## config.mk

```make
export PLATFORM = sky130hd
export DESIGN_NAME = gpsg_port
export DESIGN_NICKNAME = d
export VERILOG_FILES = /design/src/pkg/gpsg_pkg.sv /design/src/rtl/gpsg_port.sv
export SDC_FILE = /design/constraint.sdc
export NUM_CORES = 1
export LEC_CHECK = 0
export BUFFER_PORTS_ARGS = -buffer_cell sky130_fd_sc_hd__buf_2
export CELL_PAD_IN_SITES_DETAIL_PLACEMENT = 0
export CELL_PAD_IN_SITES_GLOBAL_PLACEMENT = 1
export CORE_MARGIN = 3
export CORE_UTILIZATION = 30
export CTS_BUF_LIST = sky130_fd_sc_hd__clkbuf_2 sky130_fd_sc_hd__clkbuf_4 sky130_fd_sc_hd__clkbuf_8
export CTS_CLUSTER_SIZE = 8
export DETAILED_ROUTE_END_ITERATION = 7
export GPL_TIMING_DRIVEN = 0
export HOLD_SLACK_MARGIN = 0.15
export PLACE_DENSITY = 0.76
export SYNTH_ARGS = -nofsm -noshare
export SYNTH_HDL_FRONTEND = slang
export SYNTH_SLANG_ARGS = --single-unit
```

## constraint.sdc

```tcl
create_clock -name clock -period 3.1 [get_ports clock]
set_input_delay 0 -clock clock [delete_from_list [all_inputs] [get_ports clock]]
set_output_delay 0 -clock clock [all_outputs]
set_load 0.01 [all_outputs]
```

## src/pkg/gpsg_pkg.sv

```systemverilog
// package: register map, reset values and layout constants of the stop-gated gpio port
package gpsg_pkg;
    localparam int PIN_COUNT = 8;
    localparam int ADDR_WIDTH = 8;
    localparam int DATA_WIDTH = 32;

    // register byte offsets
    localparam logic [ADDR_WIDTH-1:0] PIN_DATA_OFFSET = 8'h00;
    localparam logic [ADDR_WIDTH-1:0] OUTPUT_ENABLE_OFFSET = 8'h04;
    localparam logic [ADDR_WIDTH-1:0] FUNCTION_SELECT_OFFSET = 8'h08;
    localparam logic [ADDR_WIDTH-1:0] OPEN_DRAIN_OFFSET = 8'h28;
    localparam logic [ADDR_WIDTH-1:0] PULLUP_OFFSET = 8'h2C;
    localparam logic [ADDR_WIDTH-1:0] PULLDOWN_OFFSET = 8'h30;
    localparam logic [ADDR_WIDTH-1:0] INPUT_ENABLE_OFFSET = 8'h38;
    localparam logic [ADDR_WIDTH-1:0] STANDBY_CONTROL_OFFSET = 8'h40;
    localparam logic [ADDR_WIDTH-1:0] PIN_LEVEL_OFFSET = 8'h44;

    // reset values
    localparam logic [PIN_COUNT-1:0] PIN_DATA_RESET = 8'h00;
    localparam logic [PIN_COUNT-1:0] OUTPUT_ENABLE_RESET = 8'h01;
    localparam logic [PIN_COUNT-1:0] FUNCTION_SELECT_RESET = 8'h03;
    localparam logic [PIN_COUNT-1:0] OPEN_DRAIN_RESET = 8'h00;
    localparam logic [PIN_COUNT-1:0] PULLUP_RESET = 8'h01;
    localparam logic [PIN_COUNT-1:0] PULLDOWN_RESET = 8'h02;
    localparam logic [PIN_COUNT-1:0] INPUT_ENABLE_RESET = 8'h03;

    // writable bit masks
    localparam logic [PIN_COUNT-1:0] FUNCTION_SELECT_MASK = 8'h7F;
    localparam logic [PIN_COUNT-1:0] PULLUP_MASK = 8'hFD;
    localparam logic [PIN_COUNT-1:0] PULLDOWN_MASK = 8'h02;

    // pin roles
    localparam logic [PIN_COUNT-1:0] DEBUG_OUT_PINS = 8'h01;
    localparam logic [PIN_COUNT-1:0] DEBUG_CLOCK_PINS = 8'h02;
    localparam logic [PIN_COUNT-1:0] INTERRUPT_PINS = 8'h00;

    // standby control bit positions
    localparam int STOP_BIT = 0;
    localparam int DRIVE_ENABLE_BIT = 1;
endpackage : gpsg_pkg

```

## src/rtl/gpsg_port.sv

```systemverilog
// module: eight-pin gpio port with stop-mode gating and an avalon-mm register slave
`timescale 1ns/1ps

// Functional notes
// - eight pins, each independently input or output under software control.
// - data register holds output values; reads return port data.
// - output enable bit one drives its pin, zero releases it.
// - function select one routes the alternate function, zero keeps port use.
// - open-drain bit one suppresses high drive, giving pseudo open-drain.
// - pull-up register switches each pin pull-up on or off, except pin 1, which stays zero.
// - pull-down register switches only the pin 1 pull-down on or off.
// - input enable gates input path; defaults off except debug pins.
// - stop with drive-enable one: pins other than the debug output pin follow their own enables.
// - stop with drive-enable zero: ordinary pins lose input and output.
// - debug output pin drives when debug data valid, ignoring drive-enable.
// - interrupt pins keep input in stop; output needs drive-enable.
// - reset: pin 0 debug data pin with input, output, pull-up on.
// - reset: pin 1 debug clock with input and pull-down on.
// - reset: pins 2 to 7 plain port, input, output, pull-up off.
// - function register selects debug interface and trace outputs.
// - pull-down register: only bit 1 writable, others read zero.
// - input enable bits 7 to 0 enable each pin input.
module gpsg_port (
    // clock and synchronous reset
    input wire logic clock,
    input wire logic rst_n,
    // register bus, avalon-mm slave
    input wire logic [gpsg_pkg::ADDR_WIDTH-1:0] avs_address,
    input wire logic avs_read,
    input wire logic avs_write,
    input wire logic [gpsg_pkg::DATA_WIDTH-1:0] avs_writedata,
    input wire logic [3:0] avs_byteenable,
    output logic [gpsg_pkg::DATA_WIDTH-1:0] avs_readdata,
    output logic avs_waitrequest,
    // board pins; levels arrive asynchronous to clock
    input wire logic [gpsg_pkg::PIN_COUNT-1:0] pin_in,
    output logic [gpsg_pkg::PIN_COUNT-1:0] pin_out,
    output logic [gpsg_pkg::PIN_COUNT-1:0] pin_oe,
    output logic [gpsg_pkg::PIN_COUNT-1:0] pin_pullup,
    output logic [gpsg_pkg::PIN_COUNT-1:0] pin_pulldown,
    // core side: gated inputs and alternate function drive
    output logic [gpsg_pkg::PIN_COUNT-1:0] port_in_data,
    output logic [gpsg_pkg::PIN_COUNT-1:0] alt_in_data,
    input wire logic [gpsg_pkg::PIN_COUNT-1:0] alt_out_data,
    input wire logic [gpsg_pkg::PIN_COUNT-1:0] alt_out_enable,
    // debug and power control, same clock
    input wire logic debug_data_valid,
    input wire logic stop_request,
    output logic stop_active
);
    import gpsg_pkg::*;

    // ------------------------------------------------------------
    // register map
    // ------------------------------------------------------------
    // pin data: output value; reads show port inputs or driven data
    // output enable: one drives the pin
    // function select: one hands the pin to its alternate function, bit 7 fixed
    // open drain: one releases a pin whose drive value is high
    // pull-up: bit 1 fixed zero, the debug clock pin only pulls down
    // pull-down: only bit 1 writable
    // input enable: one opens the input path; off by default except pins 0 and 1, against through current
    // standby control: bit 0 mirrors stop (read only), bit 1 drive-enable
    // pin level: raw synchronised levels, read only, not gated
    // every bit above the pin bits reads zero and ignores writes
    // reset: pin 0 debug data, pin 1 debug clock, pins 2 to 7 plain port
    // accesses answer after one wait cycle, then one forced idle cycle

    // ------------------------------------------------------------
    // state
    // ------------------------------------------------------------
    // bus slave: one answer cycle, then a forced idle cycle
    typedef enum {
        BUS_IDLE,
        BUS_ANSWER
    } gpsg_bus_state_t;

    // every flop of the block lives in this one word
    typedef struct packed {
        // bus slave position
        gpsg_bus_state_t bus_state;
        // software-visible registers
        logic [PIN_COUNT-1:0] pin_data_reg;
        logic [PIN_COUNT-1:0] output_enable_reg;
        logic [PIN_COUNT-1:0] function_select_reg;
        logic [PIN_COUNT-1:0] open_drain_reg;
        logic [PIN_COUNT-1:0] pullup_reg;
        logic [PIN_COUNT-1:0] pulldown_reg;
        logic [PIN_COUNT-1:0] input_enable_reg;
        // power control
        logic stop_reg;
        logic drive_enable_reg;
        // pin synchroniser, two stages
        logic [PIN_COUNT-1:0] sync_first;
        logic [PIN_COUNT-1:0] sync_second;
        // bus answer
        logic [DATA_WIDTH-1:0] readdata;
        logic waitrequest;
        // registered outputs
        logic [PIN_COUNT-1:0] out;
        logic [PIN_COUNT-1:0] oe;
        logic [PIN_COUNT-1:0] pu;
        logic [PIN_COUNT-1:0] pd;
        logic [PIN_COUNT-1:0] port_in;
        logic [PIN_COUNT-1:0] alt_in;
        logic stop_out;
    } gpsg_state_t;

    gpsg_state_t state_reg;
    gpsg_state_t state_next;

    // ------------------------------------------------------------
    // helpers
    // ------------------------------------------------------------
    // byte-lane merge of the low lane into an eight-bit register, masking fixed bits
    // disabled lanes and fixed bits keep their old value
    function automatic logic [PIN_COUNT-1:0] lane_merge(
        input logic [PIN_COUNT-1:0] old_value,
        input logic [DATA_WIDTH-1:0] wdata,
        input logic lane0,
        input logic [PIN_COUNT-1:0] mask
    );
        logic [PIN_COUNT-1:0] merged;
        merged = lane0 ? wdata[PIN_COUNT-1:0] : old_value;
        return (merged & mask) | (old_value & ~mask);
    endfunction : lane_merge

    // zero-extend a pin-wide value to a bus word
    function automatic logic [DATA_WIDTH-1:0] widen(input logic [PIN_COUNT-1:0] v);
        return {{(DATA_WIDTH-PIN_COUNT){1'b0}}, v};
    endfunction : widen

    // stop with drive-enable clear: ordinary pins lose both paths
    function automatic logic stop_gated(
        input logic stop,
        input logic drive_enable
    );
        return stop && !drive_enable;
    endfunction : stop_gated

    // input paths kept alive while stop gating is in force;
    // interrupt pins must still wake the core, and none sit on this port
    function automatic logic [PIN_COUNT-1:0] stop_input_keep(
        input logic [PIN_COUNT-1:0] fsel
    );
        logic [PIN_COUNT-1:0] keep;
        keep = INTERRUPT_PINS & fsel;
        // a function-selected debug clock stays sampled
        keep = keep | (DEBUG_CLOCK_PINS & fsel);
        return keep;
    endfunction : stop_input_keep

    // debug data pin in stop drives only while its data is valid,
    // whatever the drive-enable bit says
    function automatic logic debug_hold(
        input logic stop,
        input logic is_debug_pin,
        input logic fsel,
        input logic oe
    );
        return stop && is_debug_pin && fsel && oe;
    endfunction : debug_hold

    // read word of one register; unmapped addresses and bits above the pins read zero
    function automatic logic [DATA_WIDTH-1:0] read_word(
        input logic [ADDR_WIDTH-1:0] addr,
        input gpsg_state_t st
    );
        logic [DATA_WIDTH-1:0] word;
        word = '0;
        case (addr)
            PIN_DATA_OFFSET: word = widen(st.port_in);
            OUTPUT_ENABLE_OFFSET: word = widen(st.output_enable_reg);
            FUNCTION_SELECT_OFFSET: word = widen(st.function_select_reg);
            OPEN_DRAIN_OFFSET: word = widen(st.open_drain_reg);
            PULLUP_OFFSET: word = widen(st.pullup_reg);
            PULLDOWN_OFFSET: word = widen(st.pulldown_reg);
            INPUT_ENABLE_OFFSET: word = widen(st.input_enable_reg);
            STANDBY_CONTROL_OFFSET: begin
                word[STOP_BIT] = st.stop_reg;
                word[DRIVE_ENABLE_BIT] = st.drive_enable_reg;
            end
            PIN_LEVEL_OFFSET: word = widen(st.sync_second);
            default: word = '0;
        endcase
        return word;
    endfunction : read_word

    // ------------------------------------------------------------
    // next-state logic
    // ------------------------------------------------------------
    // one process covers bus slave, registers and pin gating
    always_comb begin
        logic [PIN_COUNT-1:0] in_keep;
        logic [PIN_COUNT-1:0] out_keep;
        logic [PIN_COUNT-1:0] drive_val;
        logic [PIN_COUNT-1:0] drive_en;
        logic [PIN_COUNT-1:0] in_gate;
        logic in_stop;
        logic lane0;
        in_keep = '0;
        out_keep = '0;
        drive_val = '0;
        drive_en = '0;
        in_gate = '0;
        in_stop = 1'b0;
        lane0 = avs_byteenable[0];
        state_next = state_reg;

        // ----------------------------------------
        // pin synchroniser
        // ----------------------------------------
        // pins pass two flops before anything reads them
        // the first stage may go metastable; only the second stage is read
        state_next.sync_first = pin_in;
        state_next.sync_second = state_reg.sync_first;

        // ----------------------------------------
        // register bus slave
        // ----------------------------------------
        // answer after one wait cycle; request held by the master until then
        state_next.waitrequest = 1'b1;
        case (state_reg.bus_state)
            BUS_IDLE: begin
                // read and write are never high together; a write wins if they are
                if (avs_read || avs_write) begin
                    state_next.bus_state = BUS_ANSWER;
                    state_next.waitrequest = 1'b0;
                    state_next.readdata = '0; // unmapped reads return zero
                    // a write lands at the taking edge; pins follow one edge later
                    if (avs_write) begin
                        case (avs_address)
                            PIN_DATA_OFFSET: state_next.pin_data_reg =
                                lane_merge(state_reg.pin_data_reg, avs_writedata, lane0, '1);
                            OUTPUT_ENABLE_OFFSET: state_next.output_enable_reg =
                                lane_merge(state_reg.output_enable_reg, avs_writedata, lane0, '1);
                            FUNCTION_SELECT_OFFSET: state_next.function_select_reg =
                                lane_merge(state_reg.function_select_reg, avs_writedata, lane0,
                                    FUNCTION_SELECT_MASK);
                            OPEN_DRAIN_OFFSET: state_next.open_drain_reg =
                                lane_merge(state_reg.open_drain_reg, avs_writedata, lane0, '1);
                            PULLUP_OFFSET: state_next.pullup_reg =
                                lane_merge(state_reg.pullup_reg, avs_writedata, lane0, PULLUP_MASK);
                            PULLDOWN_OFFSET: state_next.pulldown_reg =
                                lane_merge(state_reg.pulldown_reg, avs_writedata, lane0,
                                    PULLDOWN_MASK);
                            INPUT_ENABLE_OFFSET: state_next.input_enable_reg =
                                lane_merge(state_reg.input_enable_reg, avs_writedata, lane0, '1);
                            STANDBY_CONTROL_OFFSET: begin
                                if (lane0) begin
                                    state_next.drive_enable_reg = avs_writedata[DRIVE_ENABLE_BIT];
                                end
                            end
                            default: begin
                            end
                        endcase
                    end else begin
                        // read data is taken at the same edge and stands for the answer cycle
                        state_next.readdata = read_word(avs_address, state_reg);
                    end
                end
            end
            BUS_ANSWER: begin
                // one idle cycle lets the master drop the request
                state_next.bus_state = BUS_IDLE;
            end
            default: state_next.bus_state = BUS_IDLE;
        endcase

        // ----------------------------------------
        // stop gating
        // ----------------------------------------
        // stop mode follows the clock controller's request
        // stop_request comes from logic on this clock, so it needs no synchroniser
        state_next.stop_reg = stop_request;
        in_stop = state_reg.stop_reg;

        // stop gating: drive-enable keeps own enables, otherwise only exception pins
        if (stop_gated(in_stop, state_reg.drive_enable_reg)) begin
            // the debug clock keeps its input, which is why it blocks deep low power
            in_keep = stop_input_keep(state_reg.function_select_reg);
            out_keep = '0;
        end else begin
            in_keep = '1;
            out_keep = '1;
        end

        // ----------------------------------------
        // pin drive
        // ----------------------------------------
        // output value and enable, port or alternate function per pin
        for (int i = 0; i < PIN_COUNT; i++) begin
            // function pins also need the function's own drive request
            if (state_reg.function_select_reg[i]) begin
                drive_val[i] = alt_out_data[i];
                drive_en[i] = state_reg.output_enable_reg[i] & alt_out_enable[i];
            end else begin
                drive_val[i] = state_reg.pin_data_reg[i];
                drive_en[i] = state_reg.output_enable_reg[i];
            end
            // stop gating first, then the debug and open-drain overrides
            drive_en[i] = drive_en[i] & out_keep[i];
            // debug output in stop drives only while its data is valid
            if (debug_hold(in_stop, DEBUG_OUT_PINS[i], state_reg.function_select_reg[i],
                    state_reg.output_enable_reg[i])) begin
                drive_en[i] = debug_data_valid;
            end
            // pseudo open-drain never drives high
            if (state_reg.open_drain_reg[i] && drive_val[i]) begin
                drive_en[i] = 1'b0;
            end
        end

        // ----------------------------------------
        // input path and outputs
        // ----------------------------------------
        // input gating by enable bit and stop mode
        in_gate = state_reg.input_enable_reg & in_keep;

        state_next.out = drive_val & drive_en;
        state_next.oe = drive_en;
        // pull controls pass straight through; the board applies them
        state_next.pu = state_reg.pullup_reg;
        state_next.pd = state_reg.pulldown_reg;
        // read-back: port pins with input open show the pin level, pins with input gated off show their data if output-enabled
        state_next.port_in = (state_reg.sync_second & in_gate & ~state_reg.function_select_reg)
            | (state_reg.pin_data_reg & state_reg.output_enable_reg & ~in_gate);
        // function pins hand their gated level to the alternate function
        state_next.alt_in = state_reg.sync_second & in_gate & state_reg.function_select_reg;
        // stop status shown one edge after it is taken
        state_next.stop_out = state_reg.stop_reg;

        // ----------------------------------------
        // synchronous reset
        // ----------------------------------------
        // synchronous reset puts the debug pins up
        if (!rst_n) begin
            // outputs and synchroniser restart from zero, except waitrequest, which restarts high
            state_next = '0;
            state_next.bus_state = BUS_IDLE;
            state_next.waitrequest = 1'b1;
            state_next.pin_data_reg = PIN_DATA_RESET;
            state_next.output_enable_reg = OUTPUT_ENABLE_RESET;
            state_next.function_select_reg = FUNCTION_SELECT_RESET;
            state_next.open_drain_reg = OPEN_DRAIN_RESET;
            state_next.pullup_reg = PULLUP_RESET;
            state_next.pulldown_reg = PULLDOWN_RESET;
            state_next.input_enable_reg = INPUT_ENABLE_RESET;
        end
    end

    // ------------------------------------------------------------
    // registers
    // ------------------------------------------------------------
    // all state in one register; reset handled in the comb copy
    // no asynchronous reset: one clock, one path, no reset-release hazard
    always_ff @(posedge clock) begin
        state_reg <= state_next;
    end

    // outputs straight from flops
    assign avs_readdata = state_reg.readdata;
    assign avs_waitrequest = state_reg.waitrequest;
    // pin-facing controls, one flop each
    assign pin_out = state_reg.out;
    assign pin_oe = state_reg.oe;
    assign pin_pullup = state_reg.pu;
    assign pin_pulldown = state_reg.pd;
    // core-facing inputs and stop status
    assign port_in_data = state_reg.port_in;
    assign alt_in_data = state_reg.alt_in;
    assign stop_active = state_reg.stop_out;

endmodule : gpsg_port

```

==> metrics, run 1 <==
outcome=finished, final reports clean; TritonCTS clock tree=yes; Util after Layout=40.6%; final hold violation count=0; Most common cell on crit path=clkbuf_1; adder and majority cell fraction of the synthesized area=0%; buffers inserted during post-CTS setup optimization=0; Iter 0 DRT Violations=347; mapped cell area=5390 sq um; post-synthesis share of cell area spent on xor and xnor gates=0%; die height=140 um; stage delay of the slowest cell on the critical path=0.58 ns; element type at the critical path end=register; net switching power=0.000755 W; Worst Reg2Reg Path Length in Cells=7; count of cell types in the netlist=48; Final nets=840; gr ovfl total=0; most frequently used flop master after synthesis=dfxtp_1; data required time at the worst endpoint=3.47 ns; Area contributors post-synth=dfxtp_1 (43%), buf_4 (11%), mux2i_1 (9.1%); power density over the cells=455 nW/um^2; fraction of power consumed by sequential logic=47.1%; area of the multi-input gates=2460 sq um; dominant combinational cell family by area after synthesis=simple AND/OR/NAND/NOR gates; max-slew violation count=0; critical hold path startpoint=avs_address[1]; critical path class=register to register; Final WS setup=0.474 ns; number of nets with antenna violations after routing=0; Placed Instances=929; Seq/Total Area, Yosys=43.1%; Max Fanout on Critical Path=10; destination of the worst register-to-register timing path=pin_out[2]$_SDFF_PN0_; Initial Utilization=30.9%; RSZ-0062 raised after global routing=false; achievable frequency=381 MHz; Max Clock Skew=0.0145 ns; Power Internal=0.00246 W; count of yosys warnings during synthesis=0; number of setup violations in the final report=0; filler cell count=1,815; root buffer cell=clkbuf_8; per-cell routed wire length=15.6 um; first-pass iteration count of the detailed router=6; data arrival time of the critical path=3.00 ns; WHS Path Cells=4; post-synthesis instance total=582; clock slew seen by the registers of the worst setup and hold paths=0.08 ns; via count of the routed design=4,516; Std-Cell Core Area=17,400 sq um; total clock buffers created by CTS=17; fraction of layout instances using a drive strength above 1=27.8%; non-filler cells, final=1,003; portion of netlist area occupied by mux cells=11.1%; Avg Cell Area, Syn=9.25 sq um; Tightest Pin Transition=1.18 ns; overall routed net length=15,600 um; count of standard-cell rows=48; deepest clock path buffer count=2; pre-CTS setup slack=0.821 ns; worst hold endpoint=avs_readdata[1]$_SDFFE_PN0P_; static leakage=3.03 nW; share of the synthesized area in the top cell type=43.1%; part of the total power dissipated in combinational logic=8.5%; vias in the first global route=4,278; Setup crit start kind=register; number of clock sinks=116; hpwl dp=11,100 um; fraction of the mapped netlist area in compound gates=8.50%; Clock Latency Late Sink=0.43 ns; number of flops mapped to enable cells by yosys=0; count of inserted antenna diode cells=0; Sequential cell area=2320 sq um; count of boundary I/O pins=156; largest net degree at the start of global routing=17; number of remaining DRC errors=0; antenna violations before repair=0; die outline area=19,600 sq um; final worst path period need=2.63 ns; Post-Route Setup TNS=0 ns; crit path max-delay cell type=dlygate4sd3_1; fraction of registers with async set or reset after synthesis=0%; count of maximum capacitance violations=0; flops & latches, synth=116; total routing resource utilization after global routing=16.0%; ordered list of cells on the worst path=nand2b_1, clkbuf_1, and2_1, clkbuf_1, nand3_1, nor3_1, dlygate4sd3_1; number of buffers added on ports=90; first-pass GRT wire length=24,200 um; worst hold-check path type=input port to register; post-synthesis cell type with the largest combined area=dfxtp_1; Switching Fraction=23.5%; # H-tree levels=4; beginning of the worst register-to-register path=state_reg[98]$_SDFFE_PN0P_; horizontal extent of the die=140 um; Worst R2R Setup Slack=0.47 ns; simple-gate portion of the synthesized area=23.8%; Worst IR Drop VDD=0.000203 V; routability-driven placement congestion ratio=0.866; fraction of the cycle the final worst path needs=84.7%; area growth from synthesis to layout=31.4%; clock network fraction of total power=44.4%; drt via density=4.50; flip-flop count of the largest register after layout=66; Slew headroom=20.5%
==> per-stage QoR <==
step / total power, W / hold slack, ns / instance area, sq um
detailed placement: 0.00178 / 0.211 / 6240
global placement: 0.00178 / 0.206 / 6240
floorplan: 0.00170 / 0.124 / 5510
finish: 0.00322 / 0.175 / 7080
global route: 0.00334 / 0.226 / 7080
CTS: 0.00324 / 0.150 / 7080
==> cells by family (layout without fill, tap and decap cells) <==
kind of cell / count (synthesis) / after routing
DFF: 116 / 116
AOI/OAI and AO/OA: 64 / 64
and+or+nand+nor: 234 / 234
other: 1 / 33
muxes: 57 / 57
buffers and inverters: 110 / 274
==> routing by layer <==
layer | wire (um) | global-route usage (%) | part of all wire, % | vias up
li1 | - | - | - | 2244
met1 | 6950 | 21.1 | 44 | 2092
met2 | 7420 | 26.3 | 47 | 167
met3 | 1090 | 3.45 | 7.0 | 13
met4 | 183 | 4.54 | 1.2 | 0
met5 | 0 | 0 | 0 | -
==> worst max path at each step <==
stage	slack, ns	end	startpoint
final	0.47	pin_out[2]$_SDFF_PN0_	state_reg[98]$_SDFFE_PN0P_
after global routing	0.19	pin_out[2]$_SDFF_PN0_	state_reg[98]$_SDFFE_PN0P_
after CTS	0.43	pin_out[1]$_SDFF_PN0_	state_reg[98]$_SDFFE_PN0P_
after detailed placement	0.82	state_reg[105]$_SDFFE_PN0P_	state_reg[156]$_SDFFE_PN0N_
after global placement	0.80	state_reg[103]$_SDFFE_PN0P_	state_reg[156]$_SDFFE_PN0N_
after floorplan	1.37	state_reg[124]$_SDFFE_PN0P_	avs_address[2]
==> cells in the mapped netlist, drive strengths merged, types with 6 or more instances <==
library cell / n
a21boi: 19
and2: 35
buf: 82
clkbuf: 25
dfxtp: 116
mux2: 7
mux2i: 49
nand2: 58
nand2b: 10
nand3: 34
nand4b: 6
nor2: 26
nor2b: 35
nor3: 10
o21ai: 15
==> final cells by class <==
type | count | share of cell area, %
clock buffer | 23 | 4.38
inverter | 3 | 0.159
buffer | 107 | 10.0
multi-input combinational | 388 | 34.8
tap | 225 | 3.98
sequential | 116 | 32.8
clock inverter | 8 | 1.40
timing repair buffer | 133 | 12.4
==> worst max-delay path, delay by kind of cell, from the launching register on <==
family / cells / cell delay, ns
simple gates: 4 / 0.70
flops: 1 / 0.34
buf+inv: 3 / 1.55
==> cell usage in the layout (no fill, tap or decap), types with 3 or more instances in the layout <==
cell	Yosys	layout
and2_1	35	35
nand4b_1	6	6
nand3_1	34	34
nor2b_1	35	35
buf_2	1	91
o21ai_0	15	15
o22ai_1	5	5
clkbuf_1	25	25
dfxtp_1	116	116
mux2i_1	49	49
inv_1	3	3
mux2_2	7	7
nand2_1	58	58
nor3_1	9	9
a22o_1	5	5
a21oi_1	4	4
nor2_1	25	25
buf_4	80	80
clkbuf_8	0	22
conb_1	1	33
clkinv_2	0	3
dlygate4sd3_1	0	43
nand2b_1	10	10
a21boi_0	19	19
nor3b_1	3	3
a222oi_1	5	5
==> power by group through the flow <==
| stage | sequential, W | clock [W] | combinational (W) |
|---|---|---|---|
| after global placement | 0.00155 | 0 | 0.000235 |
| after floorplan | 0.00155 | 0 | 0.000148 |
| final | 0.00152 | 0.00143 | 0.000273 |
| after CTS | 0.00152 | 0.00146 | 0.000272 |
| after global routing | 0.00152 | 0.00152 | 0.000296 |
| after detailed placement | 0.00155 | 0 | 0.000234 |
==> repair_timing <==
| item | 4_1_cts | 5_1_grt |
|---|---|---|
| endpoints found under the hold margin | 76 | 0 |
| hold buffers | 43 | 0 |
| resized for setup | 0 | 0 |
(Power assumes the default switching activity.)
==> inputs of run 2 (changes only) <==
- clock period: 3.1 -> 2.7 ns (I/O delays scaled with it)
==> run 2 against run 1 <==
Via count is 0.40% higher. Final area is 0.11% lower. Critical endpoint is now state_reg[101]$_SDFFE_PN1P_. Global-route usage stayed put. Worst setup slack worse by 0.28 ns. Power is 15% higher. Routed wire length is 0.45% higher. Critical path depth is 1 higher. Cell count is 0.20% lower. Sequential power is 14% higher.
==> metrics, run 2 (synthesis results as in run 1) <==
outcome=finished, final reports clean (unchanged); commonest non-fill, non-tap cells in the layout=dfxtp_1 (116), buf_2 (91), buf_4 (80) (unchanged); Max Fanout on Critical Path=10 (unchanged); RSZ-0062 raised after global routing=false (unchanged); largest net degree at the start of global routing=17 (unchanged); die outline area=19,600 sq um (unchanged); count of maximum capacitance violations=0 (unchanged); overall routed net length=15,700 um (was 15,600 um); worst hold-check path type=input port to register (unchanged); static leakage=3.03 nW (about the same); gr ovfl total=0 (unchanged); area growth from synthesis to layout=31.3% (was 31.4%); root buffer cell=clkbuf_8 (unchanged); via count of the routed design=4,534 (was 4,516); ordered list of cells on the worst path=dlygate4sd3_1, buf_6, or4b_1, buf_2, nor2_2, nand2_1, nor2_1, o21ai_0 (was nand2b_1, clkbuf_1, and2_1, clkbuf_1, nand3_1, nor3_1, dlygate4sd3_1); Stages on worst setup path=8 (was 7); total clock buffers created by CTS=17 (unchanged); Max Clock Skew=0.0137 ns (was 0.0145 ns); Sequential cell area=2320 sq um (unchanged); critical path class=input port to register (was register to register); number of setup violations in the final report=0 (unchanged); top cell family by delay on the critical path=simple AND/OR/NAND/NOR gates (was buffers and inverters); non-filler cells, final=1,001 (was 1,003); die height=140 um (unchanged); crit path capture=state_reg[101]$_SDFFE_PN1P_ (was pin_out[2]$_SDFF_PN0_); count of boundary I/O pins=156 (unchanged); Util after Layout=40.6% (about the same); achievable frequency=399 MHz; power consumption=0.00370 W (was 0.00322 W); deepest clock path buffer count=2 (unchanged); Clock Latency Late Sink=0.43 ns (about the same); flip-flop count of the largest register after layout=66 (unchanged); crit path max-delay cell type=nand2_1 (was dlygate4sd3_1); element type at the critical path end=register (unchanged); power density over the cells=523 nW/um^2 (was 455 nW/um^2); Std-Cell Core Area=17,400 sq um (unchanged); total routing resource utilization after global routing=16.0% (unchanged); number of nets with antenna violations after routing=0 (unchanged); count of inserted antenna diode cells=0 (unchanged); final worst path period need=2.51 ns; final hold violation count=0 (unchanged); post-CTS resize count=0 (unchanged); Worst R2R Setup Slack=0.29 ns (was 0.47 ns); filler cell count=1,814 (was 1,815); DP Area=6240 sq um (unchanged); first-pass GRT wire length=24,200 um (unchanged); # H-tree levels=4 (unchanged); fraction of the cycle the final worst path needs=92.9%; destination of the worst register-to-register timing path=state_reg[101]$_SDFFE_PN1P_ (was pin_out[2]$_SDFF_PN0_); beginning of the worst register-to-register path=state_reg[156]$_SDFFE_PN0N_ (was state_reg[98]$_SDFFE_PN0P_); Initial Utilization=30.9% (unchanged); data arrival time of the critical path=2.79 ns (was 3.00 ns); vias in the first global route=4,278 (unchanged); Worst Setup SP=avs_address[2] (was state_reg[98]$_SDFFE_PN0P_); Tightest Pin Transition=1.12 ns (was 1.18 ns); Finished Cell Area=7070 sq um (was 7080 sq um); antenna violations before repair=0 (unchanged); TritonCTS clock tree=yes (unchanged); max-slew violation count=0 (unchanged); routability-driven placement congestion ratio=0.866 (unchanged); count of standard-cell rows=48 (unchanged); Post-Route Setup TNS=0 ns (unchanged); number of clock sinks=116 (unchanged); number of remaining DRC errors=0 (unchanged); stage delay of the slowest cell on the critical path=0.57 ns (was 0.58 ns); fraction of layout instances using a drive strength above 1=27.8% (about the same); Iter 0 DRT Violations=334 (was 347); area of the multi-input gates=2460 sq um (unchanged); Worst IR Drop VDD=0.000239 V (was 0.000203 V); hpwl dp=11,100 um (unchanged); first-pass iteration count of the detailed router=6 (unchanged); Placed Instances=929 (unchanged); Final nets=838 (was 840); clock slew seen by the registers of the worst setup and hold paths=0.07 ns (was 0.08 ns); horizontal extent of the die=140 um (unchanged); drt via density=4.53 (was 4.50); Worst Reg2Reg Path Length in Cells=5 (was 7); Slew headroom=24.6% (was 20.5%); most common cell after layout, fill and taps aside=dfxtp_1 (unchanged); per-cell routed wire length=15.7 um (was 15.6 um); data required time at the worst endpoint=2.98 ns (was 3.47 ns); Setup crit start kind=input port (was register); number of buffers added on ports=90 (unchanged); buffers plus inverters on the worst setup path=3 (unchanged); buffers inserted during post-CTS setup optimization=0 (unchanged)
run 2: routing by layer:
layer	wire, um	track usage, %	vias up
met4	204	4.54	0
met2	7430	26.3	175
li1	-	-	2243
met5	0	0	-
met1	7030	21.1	2098
met3	1060	3.45	18
run 2: how the worst min path moves through the flow:
| stage | from | endpoint | cells past startpoint |
|---|---|---|---|
| 2_1_floorplan | avs_writedata[0] | state_reg[140]$_SDFFE_PN1P_ | 2 |
| 6_report | avs_address[0] | avs_readdata[1]$_SDFFE_PN0P_ | 4 |
| 3_3_place_gp | pin_in[2] | state_reg[92]$_SDFF_PN0_ | 2 |
| 5_1_grt | avs_address[3] | state_reg[116]$_SDFFE_PN1P_ | 5 |
| 4_1_cts | avs_address[0] | avs_readdata[1]$_SDFFE_PN0P_ | 4 |
| 3_5_place_dp | stop_request | state_reg[99]$_SDFF_PN0_ | 2 |
run 2: final cells by class:
type	instances	area share, %
timing repair buffer	133	12.5
clock inverter	8	1.40
tap	225	3.98
multi-input combinational	388	34.8
buffer	105	9.95
inverter	3	0.159
sequential	116	32.8
clock buffer	23	4.39
run 2: what timing repair did:
item	4_1_cts	5_1_grt
hold buffers	43	0
endpoints found under the setup margin	0	6
hold endpoints to repair	76	0
run 2: metrics by stage:
step,setup slack (ns),hold WS [ns]
after CTS,0.0307,0.150
after global routing,0.0991,0.226
final,0.191,0.180
after detailed placement,0.421,0.211
after global placement,0.399,0.206
after floorplan,0.973,0.124
run 2: where the power goes:
group | switching (W) | internal, W | total, W
clock network | 0.000698 | 0.000945 | 0.00164
logic | 0.000164 | 0.000149 | 0.000313
registers | 0.00000916 | 0.00173 | 0.00174
run 2: tightest hold or removal path, stage by stage:
cell and delay, ns:
buf_2 0.13, nor3_1 0.08, a32oi_1 0.24, o21ai_0 0.11
